## src/inc/s2p_pkg.sv

```systemverilog
`default_nettype none
package s2p_pkg;
  // Geometry of the shift chains
  localparam int CHAINS = 4;
  localparam int CHAIN_LEN = 8;
  // Event buffer between the pin sampler and the shift engine
  localparam int FIFO_DEPTH = 16;
  // Core cycles between two events drained from the buffer
  localparam int DRAIN_DIV = 2;
  localparam int DIV_W = 8;
  // Layout of one buffered event word
  localparam int EV_LE = 0;
  localparam int EV_DATA_LSB = 1;
  localparam int EV_DIR = 5;
  localparam int EV_SHIFT = 6;
  localparam int EV_W = 7;
  // Positions in the open-pin vector
  localparam int PIN_SCLK = 0;
  localparam int PIN_DATA_LSB = 1;
  localparam int PIN_DIR = 5;
  localparam int PIN_LE = 6;
  localparam int PIN_OE = 7;
  localparam int PIN_N = 8;
  // Values after reset
  localparam logic [31:0] CHAIN_RST = 32'h0000_0000;
  localparam logic [31:0] LATCH_RST = 32'h0000_0000;
  localparam logic [3:0] SOUT_RST = 4'h0;
  localparam logic DIR_RST = 1'b1;
endpackage
`default_nettype wire

```

## src/inc/event_fifo_if.sv

```systemverilog
`default_nettype none
interface event_fifo_if #(parameter int W = 7);
  logic push_valid;
  logic push_ready;
  logic [W-1:0] push_data;
  logic pop_valid;
  logic pop_ready;
  logic [W-1:0] pop_data;
  modport source (output push_valid, output push_data, input push_ready);
  modport sink (input pop_valid, input pop_data, output pop_ready);
  modport store (input push_valid, input push_data, input pop_ready,
                 output push_ready, output pop_valid, output pop_data);
endinterface
`default_nettype wire

```

## src/rtl/serial_to_parallel_latch.sv

```systemverilog
`default_nettype none
module serial_to_parallel_latch
  import s2p_pkg::*;
#(
  parameter int NUM_CHAINS = CHAINS,
  parameter int STAGES = CHAIN_LEN,
  parameter int BUF_DEPTH = FIFO_DEPTH,
  parameter int DRAIN_CYCLES = DRAIN_DIV
) (
  input wire logic core_clk,
  input wire logic rst,
  input wire logic shift_clk,
  input wire logic [3:0] serial_in,
  input wire logic shift_dir,
  input wire logic latch_transfer_gate,
  input wire logic output_enable,
  input wire logic [PIN_N-1:0] pin_open,
  output logic [31:0] driver_output,
  output logic [3:0] serial_out,
  output logic event_ready
);
  localparam int NBITS = NUM_CHAINS * STAGES;

  // The event word and output widths are fixed at four chains of eight
  initial
  begin
    if (NUM_CHAINS != CHAINS || STAGES != CHAIN_LEN)
      $error("serial_to_parallel_latch: only 4 chains of 8 stages are supported");
    if (DRAIN_CYCLES < 1 || DRAIN_CYCLES > 255)
      $error("serial_to_parallel_latch: DRAIN_CYCLES out of range");
  end

  // Open pin floats high through the pull-up
  function automatic logic pin_level(input logic pin, input logic open_pin);
    pin_level = pin | open_pin;
  endfunction

  // One stage of one chain; forward enters at stage 0, reverse at the top
  function automatic logic [STAGES-1:0] shift_one(input logic [STAGES-1:0] cur,
                                                  input logic din, input logic fwd);
    if (fwd)
      shift_one = {cur[STAGES-2:0], din};
    else
      shift_one = {din, cur[STAGES-1:1]};
  endfunction

  logic sclk_eff, dir_eff, le_eff, oe_eff;
  logic [3:0] din_eff;
  logic sclk_rise, le_change, push_fire, pop_fire, drain_tick;
  logic [EV_W-1:0] ev;

  event_fifo_if #(.W(EV_W)) evq ();

  // Resolve every logic input through its pull-up
  always_comb
  begin
    sclk_eff = pin_level(shift_clk, pin_open[PIN_SCLK]);
    dir_eff = pin_level(shift_dir, pin_open[PIN_DIR]);
    le_eff = pin_level(latch_transfer_gate, pin_open[PIN_LE]);
    oe_eff = pin_level(output_enable, pin_open[PIN_OE]);
    for (int i = 0; i < 4; i++)
      din_eff[i] = pin_level(serial_in[i], pin_open[PIN_DATA_LSB + i]);
  end

  // Sampler state: last clock level and last latch level sent on
  logic sclk_prev_q, sclk_prev_d, le_prev_q, le_prev_d;

  always_comb
  begin
    sclk_rise = sclk_eff & ~sclk_prev_q;
    le_change = le_eff ^ le_prev_q;
    sclk_prev_d = sclk_eff;
    // A latch change refused by a full buffer is offered again next cycle
    le_prev_d = push_fire ? le_eff : le_prev_q;
  end

  always_ff @(posedge core_clk or posedge rst)
  begin
    if (rst)
    begin
      sclk_prev_q <= 1'b1;
      le_prev_q <= 1'b0;
    end
    else
    begin
      sclk_prev_q <= sclk_prev_d;
      le_prev_q <= le_prev_d;
    end
  end

  // A rising edge or latch change becomes one ordered event; a rising edge refused by a full buffer is lost
  assign ev[EV_SHIFT] = sclk_rise;
  assign ev[EV_DIR] = dir_eff;
  assign ev[EV_DATA_LSB +: 4] = din_eff;
  assign ev[EV_LE] = le_eff;
  assign evq.push_valid = sclk_rise | le_change;
  assign evq.push_data = ev;
  assign push_fire = evq.push_valid & evq.push_ready;

  word_fifo #(.WIDTH(EV_W), .DEPTH(BUF_DEPTH)) u_fifo (
    .core_clk(core_clk),
    .rst(rst),
    .q(evq.store)
  );

  // Drain pacing; a slow drain lets a burst of events back up in the buffer
  logic [DIV_W-1:0] div_q, div_d;
  localparam logic [DIV_W-1:0] DIV_LAST = DIV_W'(DRAIN_CYCLES - 1);

  always_comb
  begin
    drain_tick = (div_q == DIV_LAST);
    div_d = drain_tick ? '0 : DIV_W'(div_q + 1'b1);
  end

  assign evq.pop_ready = drain_tick;
  assign pop_fire = evq.pop_valid & drain_tick;

  // Shift engine, latches and registered outputs
  logic [NBITS-1:0] chain_q, chain_d, latch_q, latch_d;
  logic gate_q, gate_d, dir_q, dir_d, ready_d;
  logic [31:0] drv_d;
  logic [3:0] sout_d;
  logic [EV_W-1:0] pe;

  assign pe = evq.pop_data;

  always_comb
  begin
    chain_d = chain_q;
    gate_d = gate_q;
    dir_d = dir_q;
    if (pop_fire)
    begin
      gate_d = pe[EV_LE];
      // Shift does not look at the latch level at all
      if (pe[EV_SHIFT])
      begin
        dir_d = pe[EV_DIR];
        for (int c = 0; c < NUM_CHAINS; c++)
          chain_d[c*STAGES +: STAGES] = shift_one(chain_q[c*STAGES +: STAGES],
                                                  pe[EV_DATA_LSB + c], pe[EV_DIR]);
      end
    end
    latch_d = gate_d ? chain_d : latch_q;
    drv_d = oe_eff ? latch_q : '0;
    for (int c = 0; c < NUM_CHAINS; c++)
      sout_d[c] = dir_d ? chain_d[c*STAGES + STAGES - 1] : chain_d[c*STAGES];
    ready_d = evq.push_ready;
  end

  always_ff @(posedge core_clk or posedge rst)
  begin
    if (rst)
    begin
      div_q <= '0;
      chain_q <= CHAIN_RST;
      latch_q <= LATCH_RST;
      gate_q <= 1'b0;
      dir_q <= DIR_RST;
      driver_output <= LATCH_RST;
      serial_out <= SOUT_RST;
      event_ready <= 1'b0;
    end
    else
    begin
      div_q <= div_d;
      chain_q <= chain_d;
      latch_q <= latch_d;
      gate_q <= gate_d;
      dir_q <= dir_d;
      driver_output <= drv_d;
      serial_out <= sout_d;
      event_ready <= ready_d;
    end
  end

  // Checks on the sampler
  a_rise_queued: assert property (
    @(posedge core_clk) disable iff (rst)
    (sclk_eff && !sclk_prev_q && evq.push_ready) |-> push_fire && ev[EV_SHIFT])
    else $error("rising shift clock edge not queued");
  a_fall_ignored: assert property (
    @(posedge core_clk) disable iff (rst)
    (!sclk_eff && sclk_prev_q && !le_change) |-> !evq.push_valid)
    else $error("falling shift clock edge produced an event");
  a_idle_stable: assert property (
    @(posedge core_clk) disable iff (rst)
    !pop_fire |=> $stable(chain_q))
    else $error("chains moved without a shift event");

  // Checks on shifting
  a_fwd_shift: assert property (
    @(posedge core_clk) disable iff (rst)
    (pop_fire && pe[EV_SHIFT] && pe[EV_DIR]) |=>
      chain_q[0] == $past(pe[EV_DATA_LSB]) && chain_q[7:1] == $past(chain_q[6:0]))
    else $error("forward shift wrong");
  a_rev_shift: assert property (
    @(posedge core_clk) disable iff (rst)
    (pop_fire && pe[EV_SHIFT] && !pe[EV_DIR]) |=>
      chain_q[7] == $past(pe[EV_DATA_LSB]) && chain_q[6:0] == $past(chain_q[7:1]))
    else $error("reverse shift wrong");
  a_last_chain: assert property (
    @(posedge core_clk) disable iff (rst)
    (pop_fire && pe[EV_SHIFT]) |=>
      (dir_q ? chain_q[24] : chain_q[31]) == $past(pe[EV_DATA_LSB + 3]))
    else $error("chain 3 did not shift with chain 0");
  a_shift_low_le: assert property (
    @(posedge core_clk) disable iff (rst)
    (pop_fire && pe[EV_SHIFT] && !pe[EV_LE] && pe[EV_DIR]) |=>
      chain_q[7:1] == $past(chain_q[6:0]))
    else $error("shift blocked by low latch level");

  // Checks on latches and outputs
  a_latch_follow: assert property (
    @(posedge core_clk) disable iff (rst)
    gate_q |-> latch_q == chain_q)
    else $error("latches not following chains");
  a_latch_hold: assert property (
    @(posedge core_clk) disable iff (rst)
    !gate_q |-> $stable(latch_q))
    else $error("latches changed while closed");
  a_out_gated: assert property (
    @(posedge core_clk) disable iff (rst)
    1'b1 |=> driver_output == ($past(oe_eff) ? $past(latch_q) : 32'h0000_0000))
    else $error("driver output not latch through enable");
  a_open_enable: assert property (
    @(posedge core_clk) disable iff (rst)
    (pin_open[PIN_OE] && !output_enable) |=> driver_output == $past(latch_q))
    else $error("open enable pin not read high");
  a_cascade_out: assert property (
    @(posedge core_clk) disable iff (rst)
    serial_out[0] == (dir_q ? chain_q[7] : chain_q[0]))
    else $error("serial output not the exiting stage");
endmodule
`default_nettype wire

```

## src/rtl/word_fifo.sv

```systemverilog
`default_nettype none
module word_fifo #(
  parameter int WIDTH = 7,
  parameter int DEPTH = 16
) (
  input wire logic core_clk,
  input wire logic rst,
  event_fifo_if.store q
);
  localparam int AW = $clog2(DEPTH);
  typedef logic [AW:0] cnt_t;
  typedef logic [AW-1:0] ptr_t;
  localparam cnt_t FULL_CNT = cnt_t'(DEPTH);

  // Pointer wrap relies on a power-of-two depth
  initial
  begin
    if (DEPTH < 2 || (DEPTH & (DEPTH - 1)) != 0 || WIDTH < 1)
      $error("word_fifo: DEPTH must be a power of two of at least 2");
  end

  logic [WIDTH-1:0] mem_q [DEPTH];
  ptr_t wr_q, wr_d, rd_q, rd_d;
  cnt_t count_q, count_d;
  logic push_fire, pop_fire;

  // Honest full and empty straight from the held count
  assign q.push_ready = (count_q != FULL_CNT);
  assign q.pop_valid = (count_q != '0);
  assign q.pop_data = mem_q[rd_q];
  assign push_fire = q.push_valid & q.push_ready;
  assign pop_fire = q.pop_valid & q.pop_ready;

  // Next pointers and occupancy
  always_comb
  begin
    wr_d = push_fire ? ptr_t'(wr_q + 1'b1) : wr_q;
    rd_d = pop_fire ? ptr_t'(rd_q + 1'b1) : rd_q;
    count_d = count_q;
    if (push_fire && !pop_fire)
      count_d = cnt_t'(count_q + 1'b1);
    else if (pop_fire && !push_fire)
      count_d = cnt_t'(count_q - 1'b1);
  end

  always_ff @(posedge core_clk or posedge rst)
  begin
    if (rst)
    begin
      wr_q <= '0;
      rd_q <= '0;
      count_q <= '0;
    end
    else
    begin
      wr_q <= wr_d;
      rd_q <= rd_d;
      count_q <= count_d;
    end
  end

  // Storage needs no reset; nothing is read before it is written
  always_ff @(posedge core_clk)
  begin
    if (push_fire)
      mem_q[wr_q] <= q.push_data;
  end

  a_fifo_bound: assert property (@(posedge core_clk) disable iff (rst)
    count_q <= FULL_CNT)
    else $error("fifo count above depth");
  a_fifo_count: assert property (@(posedge core_clk) disable iff (rst)
    (push_fire && !pop_fire) |=> count_q == cnt_t'($past(count_q) + 1'b1))
    else $error("fifo count did not rise on push");
endmodule
`default_nettype wire

```

## config.mk

```make
export PLATFORM = sky130hd
export DESIGN_NAME = serial_to_parallel_latch
export DESIGN_NICKNAME = d
export VERILOG_FILES = /design/src/inc/s2p_pkg.sv /design/src/inc/event_fifo_if.sv /design/src/rtl/serial_to_parallel_latch.sv /design/src/rtl/word_fifo.sv
export SDC_FILE = /design/constraint.sdc
export NUM_CORES = 1
export LEC_CHECK = 0
export ABC_AREA = 1
export BUFFER_PORTS_ARGS = -buffer_cell sky130_fd_sc_hd__buf_4
export CORE_UTILIZATION = 46
export DETAILED_ROUTE_END_ITERATION = 7
export PLACE_DENSITY = 0.65
export SLEW_MARGIN = 20
export SYNTH_ARGS = -nofsm -noshare
export SYNTH_HDL_FRONTEND = slang
export SYNTH_SLANG_ARGS = --single-unit
```

## constraint.sdc

```tcl
create_clock -name core_clk -period 4.1 [get_ports core_clk]
set_input_delay 0.205 -clock core_clk [delete_from_list [all_inputs] [get_ports core_clk]]
set_output_delay 0.205 -clock core_clk [all_outputs]
set_load 0.02 [all_outputs]
```

==> flow_summary_export.csv <==
group,metric,value,unit
clock_tree,htree_levels,1,
logic_synthesis,seq_area_frac_synth,61.60,%
worst_setup_path,cp_top_family,"simple AND/OR/NAND/NOR gates",
route,first_iter_violations,562,
worst_setup_path,max_stage_delay,0.52,ns
layout,final-seq-area,6520,um^2
clock_tree,clk_pin_slew,0.06,ns
worst_setup_path,cp_cell_sequence,"buf_4, nand2_1, nand3_1, nand3_1, nand3_1, buf_4, nand2_2, inv_1, nand3_1, nand2_1, nand3_1, nand2_1",
floorplanning,num_io_pins,55,
floorplanning,dieArea,23620,um^2
clock_tree,clockRootBuffer,"clkbuf_16",
route,avgViaCountPerCell,5.008,
timing,whs,0.1611,ns
route,routedWlPerCell,14.84,um
timing,drv_slew,0,
global_route,grt_pass1_wl,36180,um
floorplanning,core,22570,um^2
logic_synthesis,synth_area_per_cell,9.551,um^2
worst_setup_path,crit_required,4.56,ns
logic_synthesis,synth_area,10580,um^2
clock_tree,insertion_delay,0.53,ns
logic_synthesis,ys_ff_latch,238,
clock_tree,cts_buffers,25,
placed_design,hpwl,13090,um
flow_run,maxCapViolations,0,
logic_synthesis,ys_warn_count,0,
floorplanning,num_rows,55,
timing,worst_pin_slew,0.8963,ns
logic_synthesis,netlist_instances,1108,
clock_tree,cts-resized-gates,0,
global_route,grt.total_usage,19.16,%
timing,finalSetupViolations,0,
timing,setup_tns,0,ns
layout,layout_commonest_cell,"nand2_1",
placed_design,dp_cells,1409,
route,antenna_left,0,
clock_tree,cts_setup_buffers,0,
floorplanning,start_util,46.88,%
floorplanning,die_h,153.7,um
route,vias,7297,
worst_setup_path,crit_path_start_kind,"register",
layout,fin_cells,1457,
route,drt_wl_total,21630,um
worst_setup_path,critPathBufInv,3,
outcome,run_status,"finished, final reports clean",
layout,fill_cells,2012,
layout,final_cell_mix,"260 x nand2_1, 206 x nand3_1, 158 x inv_1",
timing,rsz0062_at_grt,"false",
hold_path,worstHoldPathType,"input pin to register",
route,drc,0,
worst_setup_path,arrival,3.37,ns
logic_synthesis,syn-num-nets,1139,
timing,slew_headroom,40.03,%
worst_setup_path,criticalPathCategory,"register to register",
global_route,grt_overflow,0,
worst_setup_path,cp_slowest_cell,"buf_4",
timing,max_clock_freq,343.6,MHz
clock_tree,tritoncts,"built",
timing,fin_crit_sh,70.98,%
timing,finalHoldViolCount,0,
route,drt_pre_antenna_iters,5,
power,p_per_area,875.6,nW/um^2
timing,fin_crit,2.910,ns
clock_tree,cts_hold_buf,3,
worst_setup_path,cp_max_fo,61,
power,finalPower,0.01046,W
power,ir_drop,0.0005165,V
placed_design,portBuffers,54,
layout,final_nets,1185,
power,leakage,5.670,nW
timing,clock_skew,0.01595,ns
layout,syn2layout_area_growth,12.83,%
logic_synthesis,synth_cell_types,36,
placed_design,place.gp.congestion,0.7961,
worst_setup_path,end_kind,"register",
global_route,grt_antenna_before_repair,0,
clock_tree,clockBufferDepth,3,
layout,final_util,52.90,%
floorplanning,die_width,153.7,um
global_route,grt_pass1_vias,7134,
global_route,grt_max_degree,95,
layout,multiInputGateArea,3136,um^2
worst_setup_path,worst_path_most_repeated_cell,"nand3_1",
layout,final_layout_size_suffix_gt1_share,11.52,%
layout,antenna_cells,0,
clock_tree,clock-sinks,238,
## area by class of cell
class | count | share of cell area (%)
Multi-Input combinational cell | 655 | 26.26
Sequential cell | 238 | 54.61
Timing Repair Buffer | 68 | 4.338
Clock inverter | 6 | 0.5135
Tap cell | 285 | 2.986
Clock buffer | 39 | 6.015
Inverter | 166 | 5.281
## synthesized netlist by cell type
library cell,number,area (um^2)
xnor2_1,1,8.760
buf_6,6,67.56
clkbuf_1,8,30.03
nand2_2,5,31.28
nand3_2,8,80.08
o21ai_0,10,50.05
a211oi_1,1,7.510
nor2_1,82,307.8
dfstp_2,2,52.55
inv_4,1,6.260
a21oi_1,2,10.01
nor3b_1,1,7.510
nand2_1,260,975.9
nor3b_2,1,12.51
a31oi_1,2,12.51
nand3_1,206,1031
a21oi_2,2,17.52
buf_2,22,110.1
and3_1,1,6.260
ha_1,12,150.1
o211ai_1,2,15.01
nand4_1,2,12.51
xor2_1,10,87.58
fa_1,1,20.02
or2_2,7,43.79
o21ai_1,4,20.02
buf_4,13,97.59
edfxtp_1,112,3363
clkinv_1,1,3.750
and2_1,32,200.2
inv_2,5,18.77
inv_1,159,596.8
nor2_4,1,11.26
or2_1,1,6.260
dfrtp_1,124,3103
o21bai_1,1,7.510
## logic make-up (layout without fill, tap and decap cells)
kind of cell	after synthesis	count (layout)	share of synthesized area (%)
compound gates	24	24	1.324
xor+xnor	11	11	0.9104
fa+ha+maj	13	13	1.608
buf+inv	215	279	8.796
flops	238	238	61.60
simple gates	607	607	25.76
## flip-flops by register name, indices dropped and copies added, names as in the netlist
| signal | cells |
|---|---|
| u_fifo.wr_q | 4 |
| u_fifo.rd_q | 4 |
| serial_out | 4 |
| event_ready | 1 |
| u_fifo.mem_q | 112 |
| div_q | 8 |
| sclk_prev_q | 1 |
| latch_q | 32 |
| le_prev_q | 1 |
| chain_q | 32 |
| gate_q | 1 |
| driver_output | 32 |
| u_fifo.count_q | 5 |
| dir_q | 1 |
## final timing paths
check / startpoint / slack (ns) / endpoint / cells after the start
max: u_fifo.rd_q[0] / 1.19 / serial_out[1] / 12
min in group asynchronous: rst / 0.36 / div_q[1] / 3
min reg2reg: latch_q[26] / 0.49 / driver_output[26] / 2
max in group asynchronous: rst / 2.77 / sclk_prev_q / 4
max reg2reg: u_fifo.rd_q[0] / 1.19 / serial_out[1] / 12
min: latch_transfer_gate / 0.16 / u_fifo.wr_q[0] / 6
## worst reg2reg max path, delay by kind of cell, from the launching register on
family        cells  cell delay, ns
buf+inv           3            1.13
flops             1            0.38
simple gates      9            1.31
## through the flow
stage | area (um^2) | worst slack (ns)
after floorplan | 10580 | 0.5424
after global placement | 11130 | 1.299
after detailed placement | 11130 | 1.218
after CTS | 11940 | 1.186
after global routing | 11940 | 0.9313
final | 11940 | 1.190
## routing by layer
layer | global-route usage [%] | up-vias | routed length, um
met4 | 6.381 | 0 | 536
met3 | 2.875 | 51 | 1332
met5 | 0 | - | 0
met2 | 31.26 | 245 | 10060
met1 | 26.31 | 3383 | 9704
li1 | - | 3618 | -
## power breakdown
part / total [W] / internal [W] / leakage, nW / switching, W
logic: 0.00467 / 0.00160 / 2.76 / 0.00307
registers: 0.00363 / 0.00326 / 2.53 / 0.000367
clock network: 0.00215 / 0.00126 / 0.384 / 0.000890
total: 0.0105 / 0.00612 / 5.67 / 0.00433
Power figures use the tool's default switching activity.
